$ cat src/pkg/mmad_pkg.sv
// Purpose: Constants and types for the mode latch and address decoder
// Assumes: One 100 MHz clock, synchronous active-high reset
// Notes: Register offsets are the printed byte addresses in the 64K space
package mmad_pkg;
  localparam logic [15:0] SYSCTL_ADDR = 16'hffc4;
  localparam logic [15:0] MODEST_ADDR = 16'hffc5;
  localparam logic [7:0] MODEST_FIXED = 8'he4;
  localparam logic [7:0] SYSCTL_RESET = 8'h09;
  localparam logic [7:0] SYSCTL_WMASK = 8'hf7;
  localparam logic [7:0] SYSCTL_ONES = 8'h08;
  localparam int INTERNAL_RAM_ENABLE_BIT = 0;
  localparam int SHARED_RAM_ENABLE_BIT = 1;
  localparam logic [15:0] ROM_LAST = 16'h3fff;
  localparam logic [15:0] RAM_FIRST = 16'hfd80;
  localparam logic [15:0] RAM_LAST = 16'hff7f;
  localparam logic [15:0] GAP0_FIRST = 16'hff80;
  localparam logic [15:0] GAP0_LAST = 16'hff8f;
  localparam logic [15:0] GAP1_FIRST = 16'hffa8;
  localparam logic [15:0] GAP1_LAST = 16'hffaf;
  localparam logic [7:0] IO_PAGE = 8'hff;
  localparam logic [7:0] ALL_ONES = 8'hff;
  localparam logic [1:0] CYC_WORD = 2'd2;
  localparam logic [1:0] CYC_REGF = 2'd3;
  localparam logic [1:0] CYC_EXT = 2'd3;

  typedef enum logic [1:0] {
    MMAD_MODE0 = 2'b00,
    MMAD_MODE1 = 2'b01,
    MMAD_MODE2 = 2'b10,
    MMAD_MODE3 = 2'b11
  } mmad_mode_e;

  typedef enum logic [2:0] {
    MMAD_T_ROM = 3'b000,
    MMAD_T_RAM = 3'b001,
    MMAD_T_REG = 3'b010,
    MMAD_T_EXT = 3'b011,
    MMAD_T_VOID = 3'b100
  } mmad_tgt_e;

  typedef enum logic [1:0] {
    MMAD_IDLE = 2'b00,
    MMAD_BUSY = 2'b01,
    MMAD_WAIT = 2'b10
  } mmad_state_e;

  // Processor access request
  typedef struct packed {
    logic valid;
    logic write;
    logic [15:0] addr;
    logic [7:0] wdata;
  } mmad_req_s;

  // Port usage flags for the pin multiplexers
  typedef struct packed {
    logic p12_addr;
    logic p12_addr_out_by_ddr;
    logic p3_data;
    logic bus_ctrl;
    logic p3_shared_data;
    logic p8_shared_sel;
    logic p9_shared_if;
  } mmad_pins_s;

  typedef struct packed {
    logic [1:0] mode;
    logic [7:0] sysctl;
    mmad_state_e state;
    mmad_tgt_e tgt;
    logic [1:0] cnt;
    logic done;
    logic [7:0] rdata;
    logic was_rst;
  } mmad_st_s;
endpackage

$ cat src/design/mmad_decode.sv
// Purpose: Mode latch, address decode, access timing and control registers
// Assumes: Requests are held stable until done_out pulses
// Notes: Memory arrays live elsewhere; this block steers and times accesses
`timescale 1ns/1ps
module mmad_decode
  import mmad_pkg::*;
#(
  parameter bit NO_ROM_VARIANT = 1'b0
)
(
  input wire logic clock_in,
  input wire logic srst_in,
  input wire logic mode_pin_high_in,
  input wire logic mode_pin_low_in,
  input wire mmad_req_s req_in,
  input wire logic ext_wait_in,
  input wire logic [7:0] ext_rdata_in,
  input wire logic [7:0] onchip_rdata_in,
  output logic done_out,
  output logic [7:0] rdata_out,
  output logic io_page_select_n_out,
  output logic ext_access_out,
  output logic ext_rd_out,
  output logic ext_wr_out,
  output logic rom_sel_out,
  output logic ram_sel_out,
  output logic regf_sel_out,
  output logic word_access_out,
  output logic [1:0] latched_mode_out,
  output logic internal_ram_enable_out,
  output logic shared_ram_enable_out,
  output logic shared_ram_ext_open_out,
  output mmad_pins_s pins_out
);

  // ----------------------------------------
  // Decode helpers
  // ----------------------------------------
  function automatic logic in_rng(input logic [15:0] a, input logic [15:0] lo,
                                  input logic [15:0] hi);
    in_rng = (a >= lo) && (a <= hi);
  endfunction

  // Classify an address by latched mode and RAM enable
  function automatic mmad_tgt_e classify(input logic [15:0] a, input logic [1:0] md,
                                         input logic internal_ram_enable);
    logic exp;
    exp = (md == MMAD_MODE1) || (md == MMAD_MODE2);
    if (md == MMAD_MODE0)
      classify = MMAD_T_VOID;
    else if (exp && (in_rng(a, GAP0_FIRST, GAP0_LAST) || in_rng(a, GAP1_FIRST, GAP1_LAST)))
      classify = MMAD_T_EXT;
    else if (in_rng(a, RAM_FIRST, RAM_LAST))
      classify = internal_ram_enable ? MMAD_T_RAM : (exp ? MMAD_T_EXT : MMAD_T_VOID);
    else if (a >= GAP0_FIRST)
      classify = MMAD_T_REG;
    else if ((md != MMAD_MODE1) && (a <= ROM_LAST))
      classify = MMAD_T_ROM;
    else if (exp)
      classify = MMAD_T_EXT;
    else
      classify = MMAD_T_VOID;
  endfunction

  function automatic logic [1:0] cycles_of(input mmad_tgt_e t);
    case (t)
      MMAD_T_ROM, MMAD_T_RAM: cycles_of = CYC_WORD;
      MMAD_T_EXT: cycles_of = CYC_EXT;
      default: cycles_of = CYC_REGF;
    endcase
  endfunction

  mmad_st_s st_reg;
  mmad_st_s st_next;
  mmad_tgt_e cur_tgt;
  logic [1:0] eff_pins;
  logic exp_mode;
  logic io_page;
  logic [7:0] modest_val;
  logic [7:0] reg_rd;

  // ----------------------------------------
  // Combinational view
  // ----------------------------------------
  // No-ROM variant is forced into mode 1 whatever the pins show
  assign eff_pins = NO_ROM_VARIANT ? 2'(MMAD_MODE1)
                                   : {mode_pin_high_in, mode_pin_low_in};
  assign exp_mode = (st_reg.mode == MMAD_MODE1) || (st_reg.mode == MMAD_MODE2);
  assign cur_tgt = classify(req_in.addr, st_reg.mode, st_reg.sysctl[INTERNAL_RAM_ENABLE_BIT]);
  assign io_page = req_in.valid && (req_in.addr[15:8] == IO_PAGE);
  assign modest_val = MODEST_FIXED | {6'h00, st_reg.mode};
  assign reg_rd = (req_in.addr == SYSCTL_ADDR) ? st_reg.sysctl
                : (req_in.addr == MODEST_ADDR) ? modest_val : 8'h00;

  // ----------------------------------------
  // Next-state logic
  // ----------------------------------------
  always_comb
  begin
    st_next = st_reg;
    st_next.done = 1'b0;
    st_next.was_rst = 1'b0;
    // Mode captured on the first clock after reset release
    if (st_reg.was_rst)
      st_next.mode = eff_pins;
    case (st_reg.state)
      MMAD_IDLE:
      begin
        // A request still held while done shows is the one just served, not a new one
        if (req_in.valid && !st_reg.was_rst && !st_reg.done)
        begin
          st_next.tgt = cur_tgt;
          st_next.cnt = cycles_of(cur_tgt) - 2'd1;
          st_next.state = MMAD_BUSY;
        end
      end
      MMAD_BUSY:
      begin
        if (st_reg.cnt > 2'd1)
          st_next.cnt = st_reg.cnt - 2'd1;
        else if ((st_reg.tgt == MMAD_T_EXT) && ext_wait_in)
          st_next.state = MMAD_WAIT;
        else
        begin
          st_next.done = 1'b1;
          st_next.state = MMAD_IDLE;
          case (st_reg.tgt)
            MMAD_T_EXT: st_next.rdata = ext_rdata_in;
            MMAD_T_REG: st_next.rdata = reg_rd;
            MMAD_T_VOID: st_next.rdata = ALL_ONES;
            default: st_next.rdata = onchip_rdata_in;
          endcase
          // Writes land in the last cycle; only writable bits change
          if (req_in.write && (st_reg.tgt == MMAD_T_REG) && (req_in.addr == SYSCTL_ADDR))
            st_next.sysctl = (req_in.wdata & SYSCTL_WMASK) | SYSCTL_ONES;
        end
      end
      MMAD_WAIT:
      begin
        if (!ext_wait_in)
        begin
          st_next.done = 1'b1;
          st_next.rdata = ext_rdata_in;
          st_next.state = MMAD_IDLE;
        end
      end
      default: st_next.state = MMAD_IDLE;
    endcase
  end

  // ----------------------------------------
  // State register
  // ----------------------------------------
  // RAM enable resets to one and is only changed by writes
  always_ff @(posedge clock_in)
  begin
    if (srst_in)
    begin
      st_reg.mode <= 2'(MMAD_MODE0);
      st_reg.sysctl <= SYSCTL_RESET;
      st_reg.state <= MMAD_IDLE;
      st_reg.tgt <= MMAD_T_VOID;
      st_reg.cnt <= 2'd0;
      st_reg.done <= 1'b0;
      st_reg.rdata <= 8'h00;
      st_reg.was_rst <= 1'b1;
    end
    else
      st_reg <= st_next;
  end

  // ----------------------------------------
  // Outputs
  // ----------------------------------------
  assign done_out = st_reg.done;
  assign rdata_out = st_reg.rdata;
  assign io_page_select_n_out = !io_page;
  assign ext_access_out = (st_reg.state != MMAD_IDLE) && (st_reg.tgt == MMAD_T_EXT);
  assign ext_rd_out = ext_access_out && !req_in.write;
  assign ext_wr_out = ext_access_out && req_in.write;
  assign rom_sel_out = (st_reg.state == MMAD_BUSY) && (st_reg.tgt == MMAD_T_ROM);
  assign ram_sel_out = (st_reg.state == MMAD_BUSY) && (st_reg.tgt == MMAD_T_RAM);
  assign regf_sel_out = (st_reg.state == MMAD_BUSY) && (st_reg.tgt == MMAD_T_REG);
  assign word_access_out = rom_sel_out || ram_sel_out;
  assign latched_mode_out = st_reg.mode;
  assign internal_ram_enable_out = st_reg.sysctl[INTERNAL_RAM_ENABLE_BIT];
  assign shared_ram_enable_out = st_reg.sysctl[SHARED_RAM_ENABLE_BIT];
  // External master reaches shared RAM only in single-chip mode
  assign shared_ram_ext_open_out = (st_reg.mode == MMAD_MODE3) && st_reg.sysctl[SHARED_RAM_ENABLE_BIT];

  // Pin usage per mode
  assign pins_out.p12_addr = (st_reg.mode == MMAD_MODE1);
  assign pins_out.p12_addr_out_by_ddr = (st_reg.mode == MMAD_MODE2);
  assign pins_out.p3_data = exp_mode;
  assign pins_out.bus_ctrl = exp_mode;
  assign pins_out.p3_shared_data = shared_ram_ext_open_out;
  assign pins_out.p8_shared_sel = shared_ram_ext_open_out;
  assign pins_out.p9_shared_if = shared_ram_ext_open_out;
endmodule

$ cat config.mk
export PLATFORM = sky130hd
export DESIGN_NAME = mmad_decode
export DESIGN_NICKNAME = d
export VERILOG_FILES = /design/src/pkg/mmad_pkg.sv /design/src/design/mmad_decode.sv
export SDC_FILE = /design/constraint.sdc
export NUM_CORES = 1
export LEC_CHECK = 0
export BUFFER_PORTS_ARGS = -buffer_cell sky130_fd_sc_hd__buf_4
export CAP_MARGIN = 20
export CORE_MARGIN = 3
export CORE_UTILIZATION = 44
export DETAILED_ROUTE_END_ITERATION = 8
export PLACE_DENSITY = 0.77
export SYNTH_ARGS = -nofsm -noshare
export SYNTH_HDL_FRONTEND = slang
export SYNTH_SLANG_ARGS = --single-unit
$ cat constraint.sdc
create_clock -name clock_in -period 4.3 [get_ports clock_in]
set_input_delay 0.215 -clock clock_in [delete_from_list [all_inputs] [get_ports clock_in]]
set_output_delay 0.215 -clock clock_in [all_outputs]
set_load 0.05 [all_outputs]
==> impl_metrics.py <==
metrics = {
    "synthesis": {
        "synthesis.nets": 296,
        "syn_avg_cell_area_sq_um": 8.02,
        "muxShareOfSynthArea_pct": 6.35,
        "synth_top_family_by_area": "simple AND/OR/NAND/NOR gates",
        "synth-warning-count": 0,
        "async_reset_ff_share_pct": 0,
        "synth_xor_area_share_pct": 0.453,
        "synth-edff-count": 0,
        "syn_area_sq_mm": 0.00193,
        "netlist_instances": 241,
        "synthAdderAreaFrac_pct": 5.18,
        "synth.ff_latch_count": 26,
        "seq_area_frac_synth_pct": 26.9,
        "synth.distinct_cells": 49,
        "synthSimpleGateAreaFrac_pct": 30.4,
        "synth_compound_area_share_pct": 21.0,
        "ys.flop_type": "dfxtp_1",
    },
    "sta": {
        "slew_headroom_pct": 51.8,
        "worst_slew_pin_slew_ns": 0.716,
        "finalCritPeriodShare_pct": 52.0,
        "fmax_ghz": 0.447,
        "final_max_slew_viol_count": 0,
        "rsz0062_at_grt": "no",
        "skew_ns": 0.00448,
        "finalSetupViolations": 0,
        "hold_violations": 0,
        "finalCriticalPeriod_ns": 2.24,
        "setup-tns-final_ns": 0,
    },
    "routing": {
        "wl_met2_microns": 2500,
        "drc": 0,
        "wl_met3_microns": 322,
        "vias_per_cell": 5.69,
        "drt-initial-drc-count": 106,
        "wirelength_microns": 5320,
        "dr.max_layer_used": "met4",
        "routed-via-count": 1946,
        "dr.pass1.iters": 4,
        "wire_per_inst_microns": 15.6,
        "wl_met1_microns": 2470,
        "ant_nets": 0,
    },
    "floorplanning": {
        "num_rows": 23,
        "die_w_microns": 72.3,
        "num_io_pins": 76,
        "fp.dieH_microns": 72.3,
        "start_util_pct": 46.9,
        "core_sq_mm": 0.00412,
        "fp.dieArea_sq_mm": 0.00522,
    },
    "setup_path": {
        "cp_data_arrival_time_ns": 2.43,
        "worstSetupPathType": "reg -> reg",
        "rr_endpoint": "rdata_out[6]",
        "crit_path_end_kind": "flip-flop",
        "crit_fanout": 11,
        "r2r_start": "st_reg[14]",
        "required_ns": 4.49,
        "cp-start-kind": "flip-flop",
        "timing.reg2reg.setup_slack_ns": 2.06,
        "reg2reg_depth": 5,
    },
    "cts": {
        "cts_hold_buf": 0,
        "path_clk_slew_ns": 0.10,
        "cts.sinks": 26,
        "numCtsBuffers": 3,
        "cts_resized": 0,
        "clk_latency_ns": 0.28,
        "post_cts.repair.setup_buffers": 0,
        "cts_tree": "built",
        "htree_levels": 1,
        "root_buffer": "clkbuf_8",
        "clk_path_buf_depth": 2,
    },
    "layout": {
        "drive_above_1_share_pct": 31.2,
        "num-fill-cells": 385,
        "syn2layout_area_growth_pct": 27.5,
        "largest_register_ffs": 13,
        "n_antenna_cell": 0,
        "seqCellArea_sq_um": 520,
        "multi_input_area_sq_mm": 0.00122,
        "final_nets": 348,
    },
    "placed_design": {
        "portBuffers": 74,
        "dp_hpwl_microns": 4100,
        "globalplace.congestion": 0.823,
    },
    "pwr": {
        "ir_drop_v": 0.000194,
        "p_total_mw": 0.608,
        "leakage_nw": 1.02,
        "p_per_area_mw_per_mm2": 247,
    },
    "worst_hold_path": {
        "worst_hold_path_type": "in -> reg",
        "min_to": "internal_ram_enable_out",
        "holdPathStages": 3,
        "hold_path.startpoint": "req_in[0]",
    },
    "global_route": {
        "track_usage_pct": 20.2,
        "grt_max_degree": 27,
        "antenna_found_initial": 0,
        "grt_pass1_vias": 1799,
        "grt_pass1_wl_microns": 8510,
        "grt-ovfl-total": 0,
    },
    "run": {
        "drv_cap": 0,
    },
    "status": {
        "status": "finished, final reports clean",
    },
}
==> layout make-up <==
cell class,instances,area share [%]
Multi-Input combinational cell,180,49.7
Timing Repair Buffer,74,22.5
Sequential cell,26,21.1
Tap cell,50,2.54
Clock buffer,3,1.68
Clock inverter,1,1.22
Inverter,8,1.22
==> cell families after synthesis <==
family                     count (synthesis)
and+or+nand+nor                          105
AOI/OAI and AO/OA                         54
buffers and inverters                     35
DFF                                       26
muxes                                     12
adders and majority gates                  8
xor gates and xnor gates                   1
==> stage by stage <==
step / setup slack (ns) / instance area [sq um] / util [%] / std cells / hold slack (ns)
global placement: 1.98 / 2390 / 58.1 / 338 / 0.433
finish: 2.06 / 2460 / 59.9 / 342 / 0.162
CTS: 2.06 / 2460 / 59.9 / 342 / 0.163
floorplan: 1.22 / 1930 / - / 241 / 0.243
detailed placement: 1.96 / 2390 / 58.1 / 338 / 0.448
global route: 1.80 / 2460 / 59.9 / 342 / 0.171
==> synthesized netlist by cell type (all sizes together), types with 2 or more instances <==
library cell,count,area [sq um]
buf,16,116
nor4,4,40.0
nor3,8,40.0
clkbuf,11,41.3
a21oi,4,20.0
a22oi,9,67.6
nand2b,4,25.0
dfxtp,26,521
nand4,3,18.8
inv,8,30.0
and3,4,25.0
or2,7,43.8
nor3b,4,30.0
nand3,5,25.0
mux2,2,22.5
o211ai,2,15.0
o21ai,8,40.0
nor2b,7,43.8
o32ai,7,61.3
nand4b,2,17.5
a21o,2,15.0
and2,6,37.5
ha,8,100
a211oi,2,15.0
nor2,25,93.8
nand3b,2,15.0
or3b,3,26.3
a31oi,2,12.5
mux2i,10,100
or4,2,18.8
nand2,16,60.1
a221oi,6,52.6
a41oi,2,17.5
a32o,3,30.0
==> cell usage in the layout, fill, tap and decap left out, types with 7 or more instances in the layout <==
cell type  instances
ha_1               8
buf_4             74
nor2b_1            7
nand2_1           16
inv_1              8
a22oi_1            9
o32ai_1            7
or2_2              7
dfxtp_1           26
nor2_1            25
mux2i_1           10
o21ai_0            8
nor3_1             8
==> critical path: stages, from the launching register on <==
cell and delay [ns]:
dfxtp_1 0.37, nand2b_1 0.33, or3_1 0.41, nor4_1 0.55, a221oi_1 0.17, o32ai_1 0.31
==> power breakdown <==
group	internal [mW]	switching, mW
Combinational	0.0636	0.0800
Sequential	0.247	0.00917
Clock	0.125	0.0839
Total	0.435	0.173
==> per-layer routing <==
layer	GRT usage, %	vias up
met1	27.6	904
met2	33.1	61
met5	0	-
li1	-	979
met4	5.01	0
met3	3.19	2
==> how the worst max path moves through the flow <==
stage / startpoint / to / slack (ns) / cells after the start
after CTS: st_reg[14] / rdata_out[6] / 2.06 / 5
after floorplan: st_reg[16] / rom_sel_out / 1.22 / 5
final: st_reg[14] / rdata_out[6] / 2.06 / 5
after detailed placement: req_in[13] / internal_ram_enable_out / 1.96 / 6
after global placement: req_in[13] / st_reg[22] / 1.98 / 6
after global routing: st_reg[13] / rdata_out[6] / 1.80 / 5
Power figures use the tool's default switching activity.
